### src/pmt_pkg.sv
// Shared constants and types of the period match timer
package pmt_pkg;

  // ----------------------------------------------------------------
  // Widths
  // ----------------------------------------------------------------
  localparam int unsigned PMT_DATA_W = 8;
  localparam int unsigned PMT_ADDR_W = 12;
  localparam int unsigned PMT_BUS_W = 32;
  localparam int unsigned PMT_STRB_W = 4;
  localparam int unsigned PMT_PRE_W = 4;
  localparam int unsigned PMT_POST_W = 4;
  localparam int unsigned PMT_PHASE_W = 2;
  localparam int unsigned PMT_LANE0 = 0;

  // ----------------------------------------------------------------
  // Register byte addresses
  // ----------------------------------------------------------------
  localparam logic [11:0] PMT_OFS_COUNT = 12'h000;
  localparam logic [11:0] PMT_OFS_PERIOD = 12'h004;
  localparam logic [11:0] PMT_OFS_CONTROL = 12'h008;

  // ----------------------------------------------------------------
  // Reset values and masks
  // ----------------------------------------------------------------
  localparam logic [7:0] PMT_COUNT_RESET = 8'h00;
  localparam logic [7:0] PMT_COUNT_START = 8'h00;
  localparam logic [7:0] PMT_COUNT_TOP = 8'hff;
  localparam logic [7:0] PMT_PERIOD_RESET = 8'hff;
  localparam logic [7:0] PMT_CONTROL_RESET = 8'h00;
  localparam logic [7:0] PMT_CONTROL_WMASK = 8'h7f;

  // ----------------------------------------------------------------
  // Timing: instruction tick is the oscillator divided by four
  // ----------------------------------------------------------------
  localparam int unsigned PMT_INSTR_DIV = 4;
  localparam logic [1:0] PMT_PHASE_LAST = 2'(PMT_INSTR_DIV - 1);
  localparam logic [3:0] PMT_PRE_LIMIT_1 = 4'h0;
  localparam logic [3:0] PMT_PRE_LIMIT_4 = 4'h3;
  localparam logic [3:0] PMT_PRE_LIMIT_16 = 4'hf;

  // ----------------------------------------------------------------
  // Types
  // ----------------------------------------------------------------
  typedef enum logic [1:0] {
    PMT_IN_DIV1 = 2'h0,
    PMT_IN_DIV4 = 2'h1,
    PMT_IN_DIV16 = 2'h2,
    PMT_IN_DIV16_ALT = 2'h3
  } pmt_in_div_e;

  typedef struct packed {
    logic unused_top;
    logic [3:0] match_divide_sel;
    logic timer_run;
    pmt_in_div_e input_divide_sel;
  } pmt_control_s;

  typedef struct packed {
    logic psel;
    logic penable;
    logic pwrite;
    logic [11:0] paddr;
    logic [31:0] pwdata;
    logic [3:0] pstrb;
  } pmt_apb_req_s;

  typedef struct packed {
    logic [31:0] prdata;
    logic pready;
    logic pslverr;
  } pmt_apb_rsp_s;

  typedef struct packed {
    logic timer_match;
    logic shift_clk;
    logic irq_req;
  } pmt_event_s;

endpackage : pmt_pkg

### src/pmt_timer.sv
// Period match timer with APB register access
// Behaviour
// - Count and period registers readable and writable
// - Count steps by one per prescaled tick
// - Input divide select gives 1, 4, 16
// - Match asserted while run is set and count equals period
// - Match reloads zero and steps postscaler
// - Match divide select gives ratio one to sixteen
// - Interrupt request when postscaler reaches ratio
// - Run bit two enables or stops counting
// - Reset clears count, period becomes ff
// - Count or control write clears both scalers
// - Control write leaves count unchanged
// - Control bit seven ignored, reads zero
// - Match also drives serial port shift clock
`timescale 1ns/1ps
module pmt_timer (
  // Clock and reset
  input wire logic ref_clk,
  input wire logic reset,
  // APB slave
  input wire pmt_pkg::pmt_apb_req_s apb_req,
  output pmt_pkg::pmt_apb_rsp_s apb_rsp,
  // Timer events
  output pmt_pkg::pmt_event_s timer_evt
);
  import pmt_pkg::*;

  // ----------------------------------------------------------------
  // Bus decode
  // ----------------------------------------------------------------
  logic setup_phase;
  logic access_phase;
  logic hit_count;
  logic hit_period;
  logic hit_control;
  logic hit_any;
  logic wr_ok;
  logic wr_count;
  logic wr_period;
  logic wr_control;
  logic clr_scalers;

  assign setup_phase = apb_req.psel & ~apb_req.penable;
  assign access_phase = apb_req.psel & apb_req.penable;
  assign hit_count = (apb_req.paddr == PMT_OFS_COUNT);
  assign hit_period = (apb_req.paddr == PMT_OFS_PERIOD);
  assign hit_control = (apb_req.paddr == PMT_OFS_CONTROL);
  assign hit_any = hit_count | hit_period | hit_control;

  // Only the low byte lane carries register data
  assign wr_ok = access_phase & apb_req.pwrite & apb_req.pstrb[PMT_LANE0];
  assign wr_count = wr_ok & hit_count;
  assign wr_period = wr_ok & hit_period;
  assign wr_control = wr_ok & hit_control;
  assign clr_scalers = wr_count | wr_control;

  // ----------------------------------------------------------------
  // Registers
  // ----------------------------------------------------------------
  logic [PMT_DATA_W-1:0] count;
  logic [PMT_DATA_W-1:0] period;
  pmt_control_s ctl;

  always_ff @(posedge ref_clk) begin
    if (reset) begin
      period <= PMT_PERIOD_RESET;
    end else if (wr_period) begin
      period <= apb_req.pwdata[PMT_DATA_W-1:0];
    end
  end

  // Top bit is masked so it never stores
  always_ff @(posedge ref_clk) begin
    if (reset) begin
      ctl <= pmt_control_s'(PMT_CONTROL_RESET);
    end else if (wr_control) begin
      ctl <= pmt_control_s'(apb_req.pwdata[PMT_DATA_W-1:0] & PMT_CONTROL_WMASK);
    end
  end

  // ----------------------------------------------------------------
  // Instruction tick
  // ----------------------------------------------------------------
  logic [PMT_PHASE_W-1:0] phase;
  logic instr_tick;

  // Free running, so a control write cannot skew the core clock rate
  always_ff @(posedge ref_clk) begin
    if (reset) begin
      phase <= '0;
    end else begin
      phase <= phase + 1'b1;
    end
  end

  assign instr_tick = (phase == PMT_PHASE_LAST);

  // ----------------------------------------------------------------
  // Prescaler
  // ----------------------------------------------------------------
  logic [PMT_PRE_W-1:0] pre_limit;
  logic [PMT_PRE_W-1:0] pre_cnt;
  logic pre_step;
  logic pre_tick;

  function automatic logic [PMT_PRE_W-1:0] prescale_limit(input pmt_in_div_e sel);
    logic [PMT_PRE_W-1:0] lim;
    lim = PMT_PRE_LIMIT_16;
    case (sel)
      PMT_IN_DIV1: begin
        lim = PMT_PRE_LIMIT_1;
      end
      PMT_IN_DIV4: begin
        lim = PMT_PRE_LIMIT_4;
      end
      default: begin
        lim = PMT_PRE_LIMIT_16;
      end
    endcase
    return lim;
  endfunction : prescale_limit

  assign pre_limit = prescale_limit(ctl.input_divide_sel);

  // Stopped or cleared scalers take no step at all
  assign pre_step = instr_tick & ctl.timer_run & ~clr_scalers;

  pmt_stage_counter #(
    .CNT_W(PMT_PRE_W)
  ) u_prescale (
    .ref_clk(ref_clk),
    .reset(reset),
    .clear(clr_scalers),
    .step(pre_step),
    .limit(pre_limit),
    .count(pre_cnt),
    .wrap(pre_tick)
  );

  // ----------------------------------------------------------------
  // Count and compare
  // ----------------------------------------------------------------
  logic equal;
  logic match_evt;

  assign equal = (count == period);
  assign match_evt = pre_tick & equal;

  // Software write beats a tick in the same cycle
  always_ff @(posedge ref_clk) begin
    if (reset) begin
      count <= PMT_COUNT_RESET;
    end else if (wr_count) begin
      count <= apb_req.pwdata[PMT_DATA_W-1:0];
    end else if (pre_tick) begin
      if (equal) begin
        count <= PMT_COUNT_START;
      end else begin
        // Above period it just runs on and wraps past ff
        count <= count + 1'b1;
      end
    end
  end

  // ----------------------------------------------------------------
  // Postscaler
  // ----------------------------------------------------------------
  logic [PMT_POST_W-1:0] post_cnt;
  logic post_wrap;

  pmt_stage_counter #(
    .CNT_W(PMT_POST_W)
  ) u_postscale (
    .ref_clk(ref_clk),
    .reset(reset),
    .clear(clr_scalers),
    .step(match_evt),
    .limit(ctl.match_divide_sel),
    .count(post_cnt),
    .wrap(post_wrap)
  );

  // ----------------------------------------------------------------
  // Event outputs
  // ----------------------------------------------------------------
  logic shift_clk;
  logic irq_req;

  always_ff @(posedge ref_clk) begin
    if (reset) begin
      shift_clk <= 1'b0;
    end else begin
      shift_clk <= match_evt;
    end
  end

  always_ff @(posedge ref_clk) begin
    if (reset) begin
      irq_req <= 1'b0;
    end else begin
      irq_req <= post_wrap;
    end
  end

  // Level from flops only; gated by run so a stopped timer shows none
  assign timer_evt.timer_match = ctl.timer_run & equal;
  assign timer_evt.shift_clk = shift_clk;
  assign timer_evt.irq_req = irq_req;

  // ----------------------------------------------------------------
  // Read data and response
  // ----------------------------------------------------------------
  logic [PMT_BUS_W-1:0] rd_data;
  logic rd_err;

  // Sampled at setup; zero wait states keep it current enough
  always_ff @(posedge ref_clk) begin
    if (reset) begin
      rd_data <= '0;
    end else if (setup_phase) begin
      rd_data <= '0;
      if (!apb_req.pwrite) begin
        if (hit_count) begin
          rd_data[PMT_DATA_W-1:0] <= count;
        end else if (hit_period) begin
          rd_data[PMT_DATA_W-1:0] <= period;
        end else if (hit_control) begin
          rd_data[PMT_DATA_W-1:0] <= ctl & PMT_CONTROL_WMASK;
        end
      end
    end
  end

  always_ff @(posedge ref_clk) begin
    if (reset) begin
      rd_err <= 1'b0;
    end else if (setup_phase) begin
      rd_err <= ~hit_any;
    end
  end

  assign apb_rsp.prdata = rd_data;
  assign apb_rsp.pready = 1'b1;
  assign apb_rsp.pslverr = rd_err;
endmodule : pmt_timer

### src/pmt_stage_counter.sv
// Wrapping divider stage used as prescaler and postscaler
`timescale 1ns/1ps
module pmt_stage_counter #(
  parameter int unsigned CNT_W = 4
) (
  // Clock and reset
  input wire logic ref_clk,
  input wire logic reset,
  // Control
  input wire logic clear,
  input wire logic step,
  input wire logic [CNT_W-1:0] limit,
  // Status
  output logic [CNT_W-1:0] count,
  output logic wrap
);

  // Wrap marks the step that completes one full ratio
  assign wrap = step & (count == limit);

  // Clear outranks a step in the same cycle
  always_ff @(posedge ref_clk) begin
    if (reset || clear) begin
      count <= '0;
    end else if (step) begin
      if (wrap) begin
        count <= '0;
      end else begin
        count <= count + 1'b1;
      end
    end
  end

endmodule : pmt_stage_counter

### config.mk
export PLATFORM = sky130hd
export DESIGN_NAME = pmt_timer
export DESIGN_NICKNAME = d
export VERILOG_FILES = /design/src/pmt_pkg.sv /design/src/pmt_timer.sv /design/src/pmt_stage_counter.sv
export SDC_FILE = /design/constraint.sdc
export NUM_CORES = 1
export LEC_CHECK = 0
export ABC_CLOCK_PERIOD_IN_PS = 3200
export BUFFER_PORTS_ARGS = -buffer_cell sky130_fd_sc_hd__buf_2
export CORE_MARGIN = 2
export CORE_UTILIZATION = 45
export CTS_BUF_LIST = sky130_fd_sc_hd__clkbuf_8 sky130_fd_sc_hd__clkbuf_16
export CTS_CLUSTER_DIAMETER = 100
export CTS_CLUSTER_SIZE = 24
export DETAILED_ROUTE_END_ITERATION = 10
export PLACE_DENSITY = 0.74
export SLEW_MARGIN = 20
export SYNTH_ARGS = -nofsm -noshare
export SYNTH_HDL_FRONTEND = slang
export SYNTH_SLANG_ARGS = --single-unit
### constraint.sdc
create_clock -name ref_clk -period 3.2 [get_ports ref_clk]
set_input_delay 0.32 -clock ref_clk [delete_from_list [all_inputs] [get_ports ref_clk]]
set_output_delay 0.32 -clock ref_clk [all_outputs]
set_load 0.05 [all_outputs]
==> results.md, run 1 <==
- Status: completed
- Clk buf depth: 2
- Ys Warns: 0
- Total CTS buffers: 5
- Most common cell after layout, fill and taps aside: dfxtp_1
- Largest net degree at the start of global routing: 24
- FILL cells: about 520
- Routed len/inst: roughly 14 um
- Critical Path Start: count[0]$_SDFFE_PP0P_
- Top post-synthesis cells by area: dfxtp_1, mux2i_1, buf_4
- Max_cap viols: 0
- Stages on the worst setup path: 5
- Total number of vias: 2049
- R2R Path End: u_postscale.count[3]$_SDFFE_PP0P_
- Post-synth top area share: 0.355
- Port-buffer cells: 37
- Worst Path Buf+Inv: 0
- Most frequent cells in the layout: dfxtp_1, buf_2, conb_1
- Die H: 78.3 um
- Unrepaired setup endpoints after global routing: no
- Ant. Diodes: 0
- Initial antenna violation count: 0
- DRC: 0
- Worst vdd ir: 0.000167 V
- Crit path cell chain: xor2_1 > nor4_4 > nand2_1 > o311ai_1 > a21oi_1
- CP endpoint kind: flip-flop
- Vias in the first global route: about 1900
- Setup_tns: 0 ns
- Leakage: 1.06 nW
- Cts hold-fix bufs: 0
- Share of cells above drive strength 1: 0.176
- Worst path required time: 3.36 ns
- CP delay by family, top: simple AND/OR/NAND/NOR gates
- Yosys cell types: between 40 and 50
- Main synth FF type: dfxtp_1
- Cell count after synthesis: 285
- Critical path class: flip-flop to flip-flop
- EDFF count, synth: 0
- Gr ovfl total: 0
- Worst Slack Setup Final: 0.867 ns
- Synth Register Bits: 44
- Async SR Flop Fraction: 0
- Worst-Skew Late Latency: approximately 0.30 ns
- Clk_skew: 0.00602 ns
- Final Hold Vio Count: 0
- 1st-pass router iterations: 4
- CTS Sinks: 44
- Die area: 6120 um^2
- H-tree levels: 2
- CP startpoint kind: flip-flop
- Clock slew at reported path FFs: 0.08 ns
- Synthesized cell area: approximately 2500 um^2
- Reg2Reg Depth: 5
- Post-CTS setup buffers: 0
- Detail Route Antenna Nets: 0
- R2r startpoint: count[0]$_SDFFE_PP0P_
- Via density per instance: 5.32
- CTS Root Cell: clkbuf_8
- Dominant cell type by area after synthesis: dfxtp_1
- Power density over the cells: 376 nW/um^2
- Post-synthesis sequential area ratio: 0.355
- I/O Pins: 90
- Final setup vio count: 0
- First-pass GRT wire length: 9100 um
- # nets final: 370
- CP max-delay cell: o311ai_1
- CP Capture Point: u_postscale.count[3]$_SDFFE_PP0P_
- Die W: 78.3 um
- Dpl ws: 0.921 ns
- CORE AREA: 5410 um^2
- Fmax: 429 MHz
- RD Place Congestion: 0.892
- Detail Placement HPWL: 3960 um
- GRT Total Usage: 0.184
- Slew @ Worst Pin: 0.844 ns
- Detailed router's first-iteration violation count: 206
- CTS tree: done
- Final Critical Period: 2.33 ns
- Slew HR: 0.433
- Worst path arrival time: 2.49 ns
- Cell row count: 27
- Min-Delay Path Class: primary input to flip-flop
- Initial Util: 0.459
- Max-slew violations: 0
- Worst path max stage delay: 0.67 ns
- P&R area growth vs syn: 7.87%
- CP Max Fanout: 13
- Fin crit share: 0.729
- Hold_sp: apb_req[9]
- Routed WL: between 5000 and 6000 um
- R2R setup slack: approximately 0.87 ns
- Avg Cell Area, Syn: 8.71 um^2
- Post_cts resized: 0
-- power breakdown --
group          internal (mW)  switching, mW  total, mW
combinational         0.0229          0.102      0.125
sequential             0.550        0.00123      0.551
clock                  0.145          0.185      0.331
-- cell families (layout without fill, tap and decap cells) --
group,after synthesis,count (layout),share of synthesized area
buffers and inverters,45,50,0.112
multiplexers,24,24,0.0968
adder cells (fa/ha/maj),4,4,0.0202
XOR/XNOR,15,15,0.0529
other,2,25,0.00303
flip-flops,44,44,0.355
AO/OA/AOI/OAI,55,55,0.136
AND/OR/NAND/NOR,96,96,0.224
-- state kept, by name (all words and copies together) (netlist names) --
signal and count:
irq_req 1, rd_err 1, u_postscale.count 4, ctl 7, phase 2, shift_clk 1, u_prescale.count 4, period 8
rd_data 8, count 8
-- metrics by stage --
stage                      util  power, mW  hold WS (ns)  std cells  cell area (um^2)
final                     0.495       1.01         0.265        385              2680
after global routing      0.495       1.04         0.273        385              2680
after CTS                 0.495       1.01         0.268        385              2680
after detailed placement  0.481      0.689         0.428        378              2600
after global placement    0.478      0.688         0.409        376              2580
after floorplan               -      0.686         0.392        308              2570
-- worst min path at each step --
stage / endpoint / slack (ns) / cells past startpoint
6_report: period[5]$_SDFFE_PP1P_ / 0.26 / 3
5_1_grt: period[7]$_SDFFE_PP1P_ / 0.27 / 3
4_1_cts: period[0]$_SDFFE_PP1P_ / 0.27 / 3
3_5_place_dp: phase[0]$_SDFF_PP0_ / 0.43 / 1
3_3_place_gp: phase[0]$_SDFF_PP0_ / 0.41 / 1
2_1_floorplan: phase[1]$_SDFF_PP0_ / 0.39 / 1
-- worst min-delay path, cell delays in order --
cell	delay, ns
buf_2	0.10
mux2i_1	0.06
nand2_1	0.06
-- Yosys cell counts (2+ instances only) --
cell	n
nand2_1	22
buf_2	3
and3_1	4
or3_1	2
o31ai_1	2
nor2_1	23
conb_1	2
buf_4	28
a22oi_1	8
nor3_1	7
nor4_2	3
mux2i_1	24
nand4b_1	3
nand4_1	2
dfxtp_1	44
o21ai_0	20
o21ai_1	2
nor2b_1	3
a21oi_1	7
and2_1	2
a31oi_1	7
a21boi_0	2
clkbuf_1	10
inv_1	3
xor2_1	11
xnor2_1	4
or4_1	4
ha_1	4
nor4_4	3
nand3_1	12
-- metal layers --
| metal | vias up | global-route usage | share of wire | wire length, um |
|---|---|---|---|---|
| li1 | 1021 | - | - | - |
| met1 | 961 | 0.229 | 0.45 | 2430 |
| met3 | 9 | 0.0448 | 0.049 | 260 |
| met2 | 58 | 0.313 | 0.48 | 2580 |
| met5 | - | 0 | 0 | 0 |
| met4 | 0 | 0.0561 | 0.014 | 73 |
-- area by class of cell --
class	instances	area [um^2]	area share
Clock buffer	5	68.8	0.0257
Clock inverter	2	8.76	0.00327
Inverter	3	11.3	0.00421
Multi-Input combinational cell	219	1410	0.526
Sequential cell	44	881	0.329
Tap cell	72	90.1	0.0337
Timing Repair Buffer	40	208	0.0776
Note: power is estimated with default switching activity, not from simulation.
==> inputs of run 2 (changes only) <==
--- a/config.mk
+++ b/config.mk
@@ -5,7 +5,7 @@
 export SDC_FILE = /design/constraint.sdc
 export NUM_CORES = 1
 export LEC_CHECK = 0
-export ABC_CLOCK_PERIOD_IN_PS = 3200
+export ABC_CLOCK_PERIOD_IN_PS = 2300
 export BUFFER_PORTS_ARGS = -buffer_cell sky130_fd_sc_hd__buf_2
 export CORE_MARGIN = 2
 export CORE_UTILIZATION = 45
==> constraint.sdc (replaced) <==
create_clock -name ref_clk -period 2.3 [get_ports ref_clk]
set_input_delay 0.23 -clock ref_clk [delete_from_list [all_inputs] [get_ports ref_clk]]
set_output_delay 0.23 -clock ref_clk [all_outputs]
set_load 0.05 [all_outputs]
==> run 2 against run 1 <==
Routed wire length is 1.2% higher. Design area is 2.2% higher. Die area stayed put. Count of clock-buffer cells in the layout stayed put. Power is 39% higher. Sequential cell count stayed put. Hold slack worse by 0.098 ns. Worst setup slack worse by 0.62 ns. Maximum frequency is 14% higher. Highest routed layer unchanged. Non-clock buffer count is 8 higher. Critical path type unchanged. Clock skew is 0.0020 ns higher.
==> results.md, run 2 (synthesized netlist as in run 1, its figures left out) <==
- Hold_sp: apb_req[9] (unchanged)
- Largest net degree at the start of global routing: 23 (was 24)
- Final Hold Vio Count: 0 (unchanged)
- Final setup vio count: 0 (unchanged)
- P&R area growth vs syn: 10.3% (was 7.87%)
- Fin crit share: 0.893 (was 0.729)
- Max-slew violations: 0 (unchanged)
- Max_cap viols: 0 (unchanged)
- Largest registers: count x8, period x8, rd_data x8 (unchanged)
- Worst path required time: 2.53 ns (was 3.36 ns)
- Worst path arrival time: 2.28 ns (was 2.49 ns)
- Hold Slack: 0.167 ns (was 0.265 ns)
- Worst path max stage delay: 0.48 ns (was 0.67 ns)
- Critical Path Start: u_prescale.count[2]$_SDFFE_PP0P_ (was count[0]$_SDFFE_PP0P_)
- Post-CTS setup buffers: 0 (unchanged)
- CP Max Fanout: 20 (was 13)
- Post_cts resized: 0 (unchanged)
- Cell row count: 27 (unchanged)
- R2r startpoint: u_prescale.count[2]$_SDFFE_PP0P_ (was count[0]$_SDFFE_PP0P_)
- Power density over the cells: 512 nW/um^2 (was 376 nW/um^2)
- Initial antenna violation count: 0 (unchanged)
- RD Place Congestion: 0.942 (was 0.892)
- Die area: 6120 um^2 (unchanged)
- CTS Sinks: 44 (unchanged)
- Detail Placement HPWL: 3980 um (was 3960 um)
- Share of cells above drive strength 1: 0.196 (was 0.176)
- CORE AREA: 5410 um^2 (unchanged)
- Port-buffer cells: 37 (unchanged)
- Total number of vias: 2073 (was 2049)
- Cts hold-fix bufs: 0 (unchanged)
- Initial Util: 0.459 (unchanged)
- First-pass GRT wire length: 8950 um (was 9100 um)
- Clk buf depth: 2 (unchanged)
- Final Critical Period: 2.05 ns (was 2.33 ns)
- Critical path class: flip-flop to flip-flop (unchanged)
- Most common cell after layout, fill and taps aside: dfxtp_1 (unchanged)
- CTS Root Cell: clkbuf_8 (unchanged)
- Die H: 78.3 um (unchanged)
- H-tree levels: 2 (unchanged)
- GRT Total Usage: 0.184 (about the same)
- Total CTS buffers: 5 (unchanged)
- Gr ovfl total: 0 (unchanged)
- CP startpoint kind: flip-flop (unchanged)
- 1st-pass router iterations: 4 (unchanged)
- Setup_tns: 0 ns (unchanged)
- Routed WL: 5410 um (was 5350 um)
- Min-Delay Path Class: primary input to flip-flop (unchanged)
- DRC: 0 (unchanged)
- Vias in the first global route: 1820 (was 1905)
- Leakage: 1.10 nW (was 1.06 nW)
- Clock slew at reported path FFs: 0.08 ns (about the same)
- Ant. Diodes: 0 (unchanged)
- Most frequent cells in the layout: dfxtp_1, buf_2, conb_1 (unchanged)
- I/O Pins: 90 (unchanged)
- Die W: 78.3 um (unchanged)
- Unrepaired setup endpoints after global routing: no (unchanged)
- Status: completed (unchanged)
- Routed len/inst: 13.8 um (was 13.9 um)
- Detail Route Antenna Nets: 0 (unchanged)
- Fmax: 487 MHz (was 429 MHz)
- Via density per instance: 5.27 (was 5.32)
- CP max-delay cell: or4_1 (was o311ai_1)
- Design Area, Final: 2740 um^2 (was 2680 um^2)
- CTS tree: done (unchanged)
- # nets final: 378 (was 370)
- Detailed router's first-iteration violation count: 223 (was 206)
- Area post-placement: 2660 um^2 (was 2600 um^2)
- Worst vdd ir: 0.000297 V (was 0.000167 V)
- CP endpoint kind: flip-flop (unchanged)
- Crit path cell chain: or3_4 > o22ai_1 > o211ai_1 > buf_4 > or4_1 > a31oi_1 (was xor2_1 > nor4_4 > nand2_1 > o311ai_1 > a21oi_1)
- Clk_skew: 0.00798 ns (was 0.00602 ns)
- Worst-Skew Late Latency: 0.30 ns (about the same)
run 2: cell types whose count changed in the layout (fill, tap and decap cells not counted), sizes merged:
cell  before  now
buf       40   48
run 2: worst paths after layout:
kind                                                to  slack (ns)  cells after the start
worst max-delay path             count[5]$_SDFFE_PP0P_        0.25                      6
worst min-delay path            period[5]$_SDFFE_PP1P_        0.17                      3
worst max register to register   count[5]$_SDFFE_PP0P_        0.25                      6
worst min register to register     phase[0]$_SDFF_PP0_        0.43                      1
run 2: metal layers:
layer | up-vias | part of all wire | track usage
met4 | 0 | 0.017 | 0.0561
met1 | 956 | 0.44 | 0.228
met2 | 71 | 0.48 | 0.316
li1 | 1036 | - | -
met3 | 10 | 0.065 | 0.0460
met5 | - | 0 | 0
run 2: worst max-delay path, delay by kind of cell, from the launching register on:
kind                   cells  cell delay, ns
flip-flops                 1            0.35
AND/OR/NAND/NOR            2            0.88
buffers and inverters      1            0.21
AO/OA/AOI/OAI              3            0.54
run 2: power by group:
| group | switching [mW] | internal, mW | total, mW |
|---|---|---|---|
| clock network | 0.252 | 0.202 | 0.455 |
| registers | 0.00165 | 0.765 | 0.767 |
| logic | 0.143 | 0.0363 | 0.179 |
| total | 0.397 | 1.00 | 1.40 |
run 2: final cells by class:
| cell class | instances | area [um^2] |
|---|---|---|
| timing repair buffer | 48 | 268 |
| inverter | 3 | 11.3 |
| tap | 72 | 90.1 |
| clock inverter | 2 | 8.76 |
| multi-input combinational | 219 | 1410 |
| sequential | 44 | 881 |
| fill | 537 | 2670 |
| clock buffer | 5 | 68.8 |
run 2: metrics by stage:
stage                     utilization  power, mW  cells  worst slack (ns)
final                           0.506       1.40    393             0.246
after global routing            0.506       1.46    393             0.148
after CTS                       0.506       1.41    393             0.270
after detailed placement        0.492      0.963    386             0.307
after global placement          0.492      0.962    386             0.355
after floorplan                     -      0.954    308             0.465
==> inputs of run 3 (changes only) <==
--- a/config.mk
+++ b/config.mk
@@ -7,13 +7,15 @@
 export LEC_CHECK = 0
 export ABC_CLOCK_PERIOD_IN_PS = 2300
 export BUFFER_PORTS_ARGS = -buffer_cell sky130_fd_sc_hd__buf_2
+export CELL_PAD_IN_SITES_DETAIL_PLACEMENT = 1
+export CELL_PAD_IN_SITES_GLOBAL_PLACEMENT = 1
 export CORE_MARGIN = 2
-export CORE_UTILIZATION = 45
+export CORE_UTILIZATION = 36
 export CTS_BUF_LIST = sky130_fd_sc_hd__clkbuf_8 sky130_fd_sc_hd__clkbuf_16
 export CTS_CLUSTER_DIAMETER = 100
 export CTS_CLUSTER_SIZE = 24
 export DETAILED_ROUTE_END_ITERATION = 10
-export PLACE_DENSITY = 0.74
+export PLACE_DENSITY_LB_ADDON = 0.1
 export SLEW_MARGIN = 20
 export SYNTH_ARGS = -nofsm -noshare
 export SYNTH_HDL_FRONTEND = slang
==> constraint.sdc (replaced) <==
create_clock -name ref_clk -period 2.3 [get_ports ref_clk]
set_input_delay 0.23 -clock ref_clk [delete_from_list [all_inputs] [get_ports ref_clk]]
set_output_delay 0.23 -clock ref_clk [all_outputs]
set_load 0.01 [all_outputs]
==> run 3 against run 2 <==
Global-route usage is 0.44 points lower. Worst setup slack worse by 0.0012 ns. Non-clock buffer count grew 2. Largest cell class unchanged.
==> results.md, run 3 (synthesized netlist as in run 1, its figures left out) <==
- Clk buf depth: 2 (unchanged)
- R2R Path End: count[5]$_SDFFE_PP0P_ (unchanged)
- Detail Route Antenna Nets: 0 (unchanged)
- 1st-pass router iterations: 4 (unchanged)
- I/O Pins: 90 (unchanged)
- Depth of the worst hold-timing path: 3 (unchanged)
- Detailed router's first-iteration violation count: 76 (was 223)
- Routed len/inst: 16.0 um (was 13.8 um)
- Fmax: 487 MHz (about the same)
- Initial antenna violation count: 0 (unchanged)
- Die W: 87.0 um (was 78.3 um)
- Hold Path Sink: period[3]$_SDFFE_PP1P_ (was period[5]$_SDFFE_PP1P_)
- Most frequent cells in the layout: dfxtp_1, buf_2, conb_1 (unchanged)
- CP endpoint kind: flip-flop (unchanged)
- Gr ovfl total: 0 (unchanged)
- Leakage: 1.12 nW (was 1.10 nW)
- Largest net degree at the start of global routing: 23 (unchanged)
- GRT Total Usage: 0.180 (was 0.184)
- Fin crit share: 0.894 (was 0.893)
- Post-CTS setup buffers: 0 (unchanged)
- Slew @ Worst Pin: ~0.55 ns
- Max-slew violations: 0 (unchanged)
- Area post-placement: 2700 um^2 (was 2660 um^2)
- H-tree levels: 2 (unchanged)
- CP Max Fanout: 20 (unchanged)
- Cell row count: 30 (was 27)
- DRC: 0 (unchanged)
- Hold_sp: apb_req[7] (was apb_req[9])
- Port-buffer cells: 37 (unchanged)
- Min-Delay Path Class: primary input to flip-flop (unchanged)
- Worst-Skew Late Latency: 0.31 ns (was 0.30 ns)
- Reg2Reg Depth: 6 (unchanged)
- Slew HR: 0.636
- Final Hold Vio Count: 0 (unchanged)
- Util after Layout: 0.418 (was 0.506)
- CP startpoint kind: flip-flop (unchanged)
- First-pass GRT wire length: 10500 um (was 8950 um)
- Most common cell after layout, fill and taps aside: dfxtp_1 (unchanged)
- CTS Sinks: 44 (unchanged)
- Final setup vio count: 0 (unchanged)
- CORE AREA: 6720 um^2 (was 5410 um^2)
- Total CTS buffers: 5 (unchanged)
- CTS Root Cell: clkbuf_8 (unchanged)
- RD Place Congestion: 0.718 (was 0.942)
- Worst path required time: 2.55 ns (was 2.53 ns)
- Unrepaired setup endpoints after global routing: no (unchanged)
- Share of cells above drive strength 1: 0.207 (was 0.196)
- Largest registers: count x8, period x8, rd_data x8 (unchanged)
- Clk_skew: 0.00759 ns (was 0.00798 ns)
- Power density over the cells: 536 nW/um^2 (was 512 nW/um^2)
- Power, Total: 1.51 mW (was 1.40 mW)
- Post_cts resized: 0 (unchanged)
- # nets final: 380 (was 378)
- Cts hold-fix bufs: 0 (unchanged)
- Ant. Diodes: 0 (unchanged)
- Setup_tns: 0 ns (unchanged)
- Via density per instance: 5.21 (was 5.27)
- P&R area growth vs syn: 13.3% (was 10.3%)
- Vias in the first global route: 2001 (was 1820)
- Worst Slack Setup Final: 0.245 ns (was 0.246 ns)
- Clock slew at reported path FFs: 0.09 ns (was 0.08 ns)
- R2r startpoint: u_prescale.count[2]$_SDFFE_PP0P_ (unchanged)
- Design Area, Final: 2810 um^2 (was 2740 um^2)
- CTS tree: done (unchanged)
- Die H: 87.0 um (was 78.3 um)
- Initial Util: 0.369 (was 0.459)
- Max_cap viols: 0 (unchanged)
- Total number of vias: 2106 (was 2073)
- Final Critical Period: 2.06 ns (was 2.05 ns)
- Detail Placement HPWL: 4710 um (was 3980 um)
- Critical path class: flip-flop to flip-flop (unchanged)
- Worst vdd ir: 0.000195 V (was 0.000297 V)
- Worst path arrival time: 2.30 ns (was 2.28 ns)
- R2R setup slack: 0.24 ns (was 0.25 ns)
- Dpl ws: 0.297 ns (was 0.307 ns)
- Die area: 7570 um^2 (was 6120 um^2)
- Status: completed (unchanged)
- Routed WL: 6450 um (was 5410 um)
## run 3: worst max-delay path by stage
stage / startpoint / endpoint / slack, ns
after floorplan: u_prescale.count[2]$_SDFFE_PP0P_ / count[6]$_SDFFE_PP0P_ / 0.47
after global routing: u_prescale.count[2]$_SDFFE_PP0P_ / count[5]$_SDFFE_PP0P_ / 0.10
after global placement: u_prescale.count[2]$_SDFFE_PP0P_ / count[6]$_SDFFE_PP0P_ / 0.32
final: u_prescale.count[2]$_SDFFE_PP0P_ / count[5]$_SDFFE_PP0P_ / 0.24
after detailed placement: u_prescale.count[2]$_SDFFE_PP0P_ / count[5]$_SDFFE_PP0P_ / 0.30
after CTS: u_prescale.count[2]$_SDFFE_PP0P_ / count[5]$_SDFFE_PP0P_ / 0.24
## run 3: critical path, stage by stage (launching register included)
cell	delay [ns]
dfxtp_1	0.36
or3_4	0.41
o22ai_1	0.22
o211ai_1	0.16
buf_12	0.19
or4_1	0.48
a31oi_1	0.17
## run 3: through the flow
| step | hold slack (ns) | std cells |
|---|---|---|
| finish | 0.167 | 404 |
| detailed placement | 0.413 | 396 |
| global route | 0.170 | 404 |
| CTS | 0.157 | 404 |
| floorplan | 0.302 | 308 |
| global placement | 0.414 | 396 |
## run 3: report_power, final
group	leakage [nW]	total, mW	internal, mW	switching (mW)
Sequential	0.355	0.767	0.765	0.00156
Combinational	0.714	0.109	0.0364	0.0724
Clock	0.0548	0.632	0.328	0.304
Total	1.12	1.51	1.13	0.378
## run 3: per-layer routing
metal | vias to the layer above | GRT usage | part of all wire
li1 | 1035 | - | -
met1 | 1019 | 0.251 | 0.50
met2 | 45 | 0.276 | 0.44
met3 | 7 | 0.0370 | 0.042
met4 | 0 | 0.0597 | 0.014
met5 | - | 0 | 0
## run 3: final cells by class
class,count,area [um^2]
fillers,830,3910
multi-input cells,219,1410
flip-flops and latches,44,881
repair buffers,50,295
well taps,80,100
clock buffers,5,68.8
clock inverters,3,46.3
inverters,3,11.3
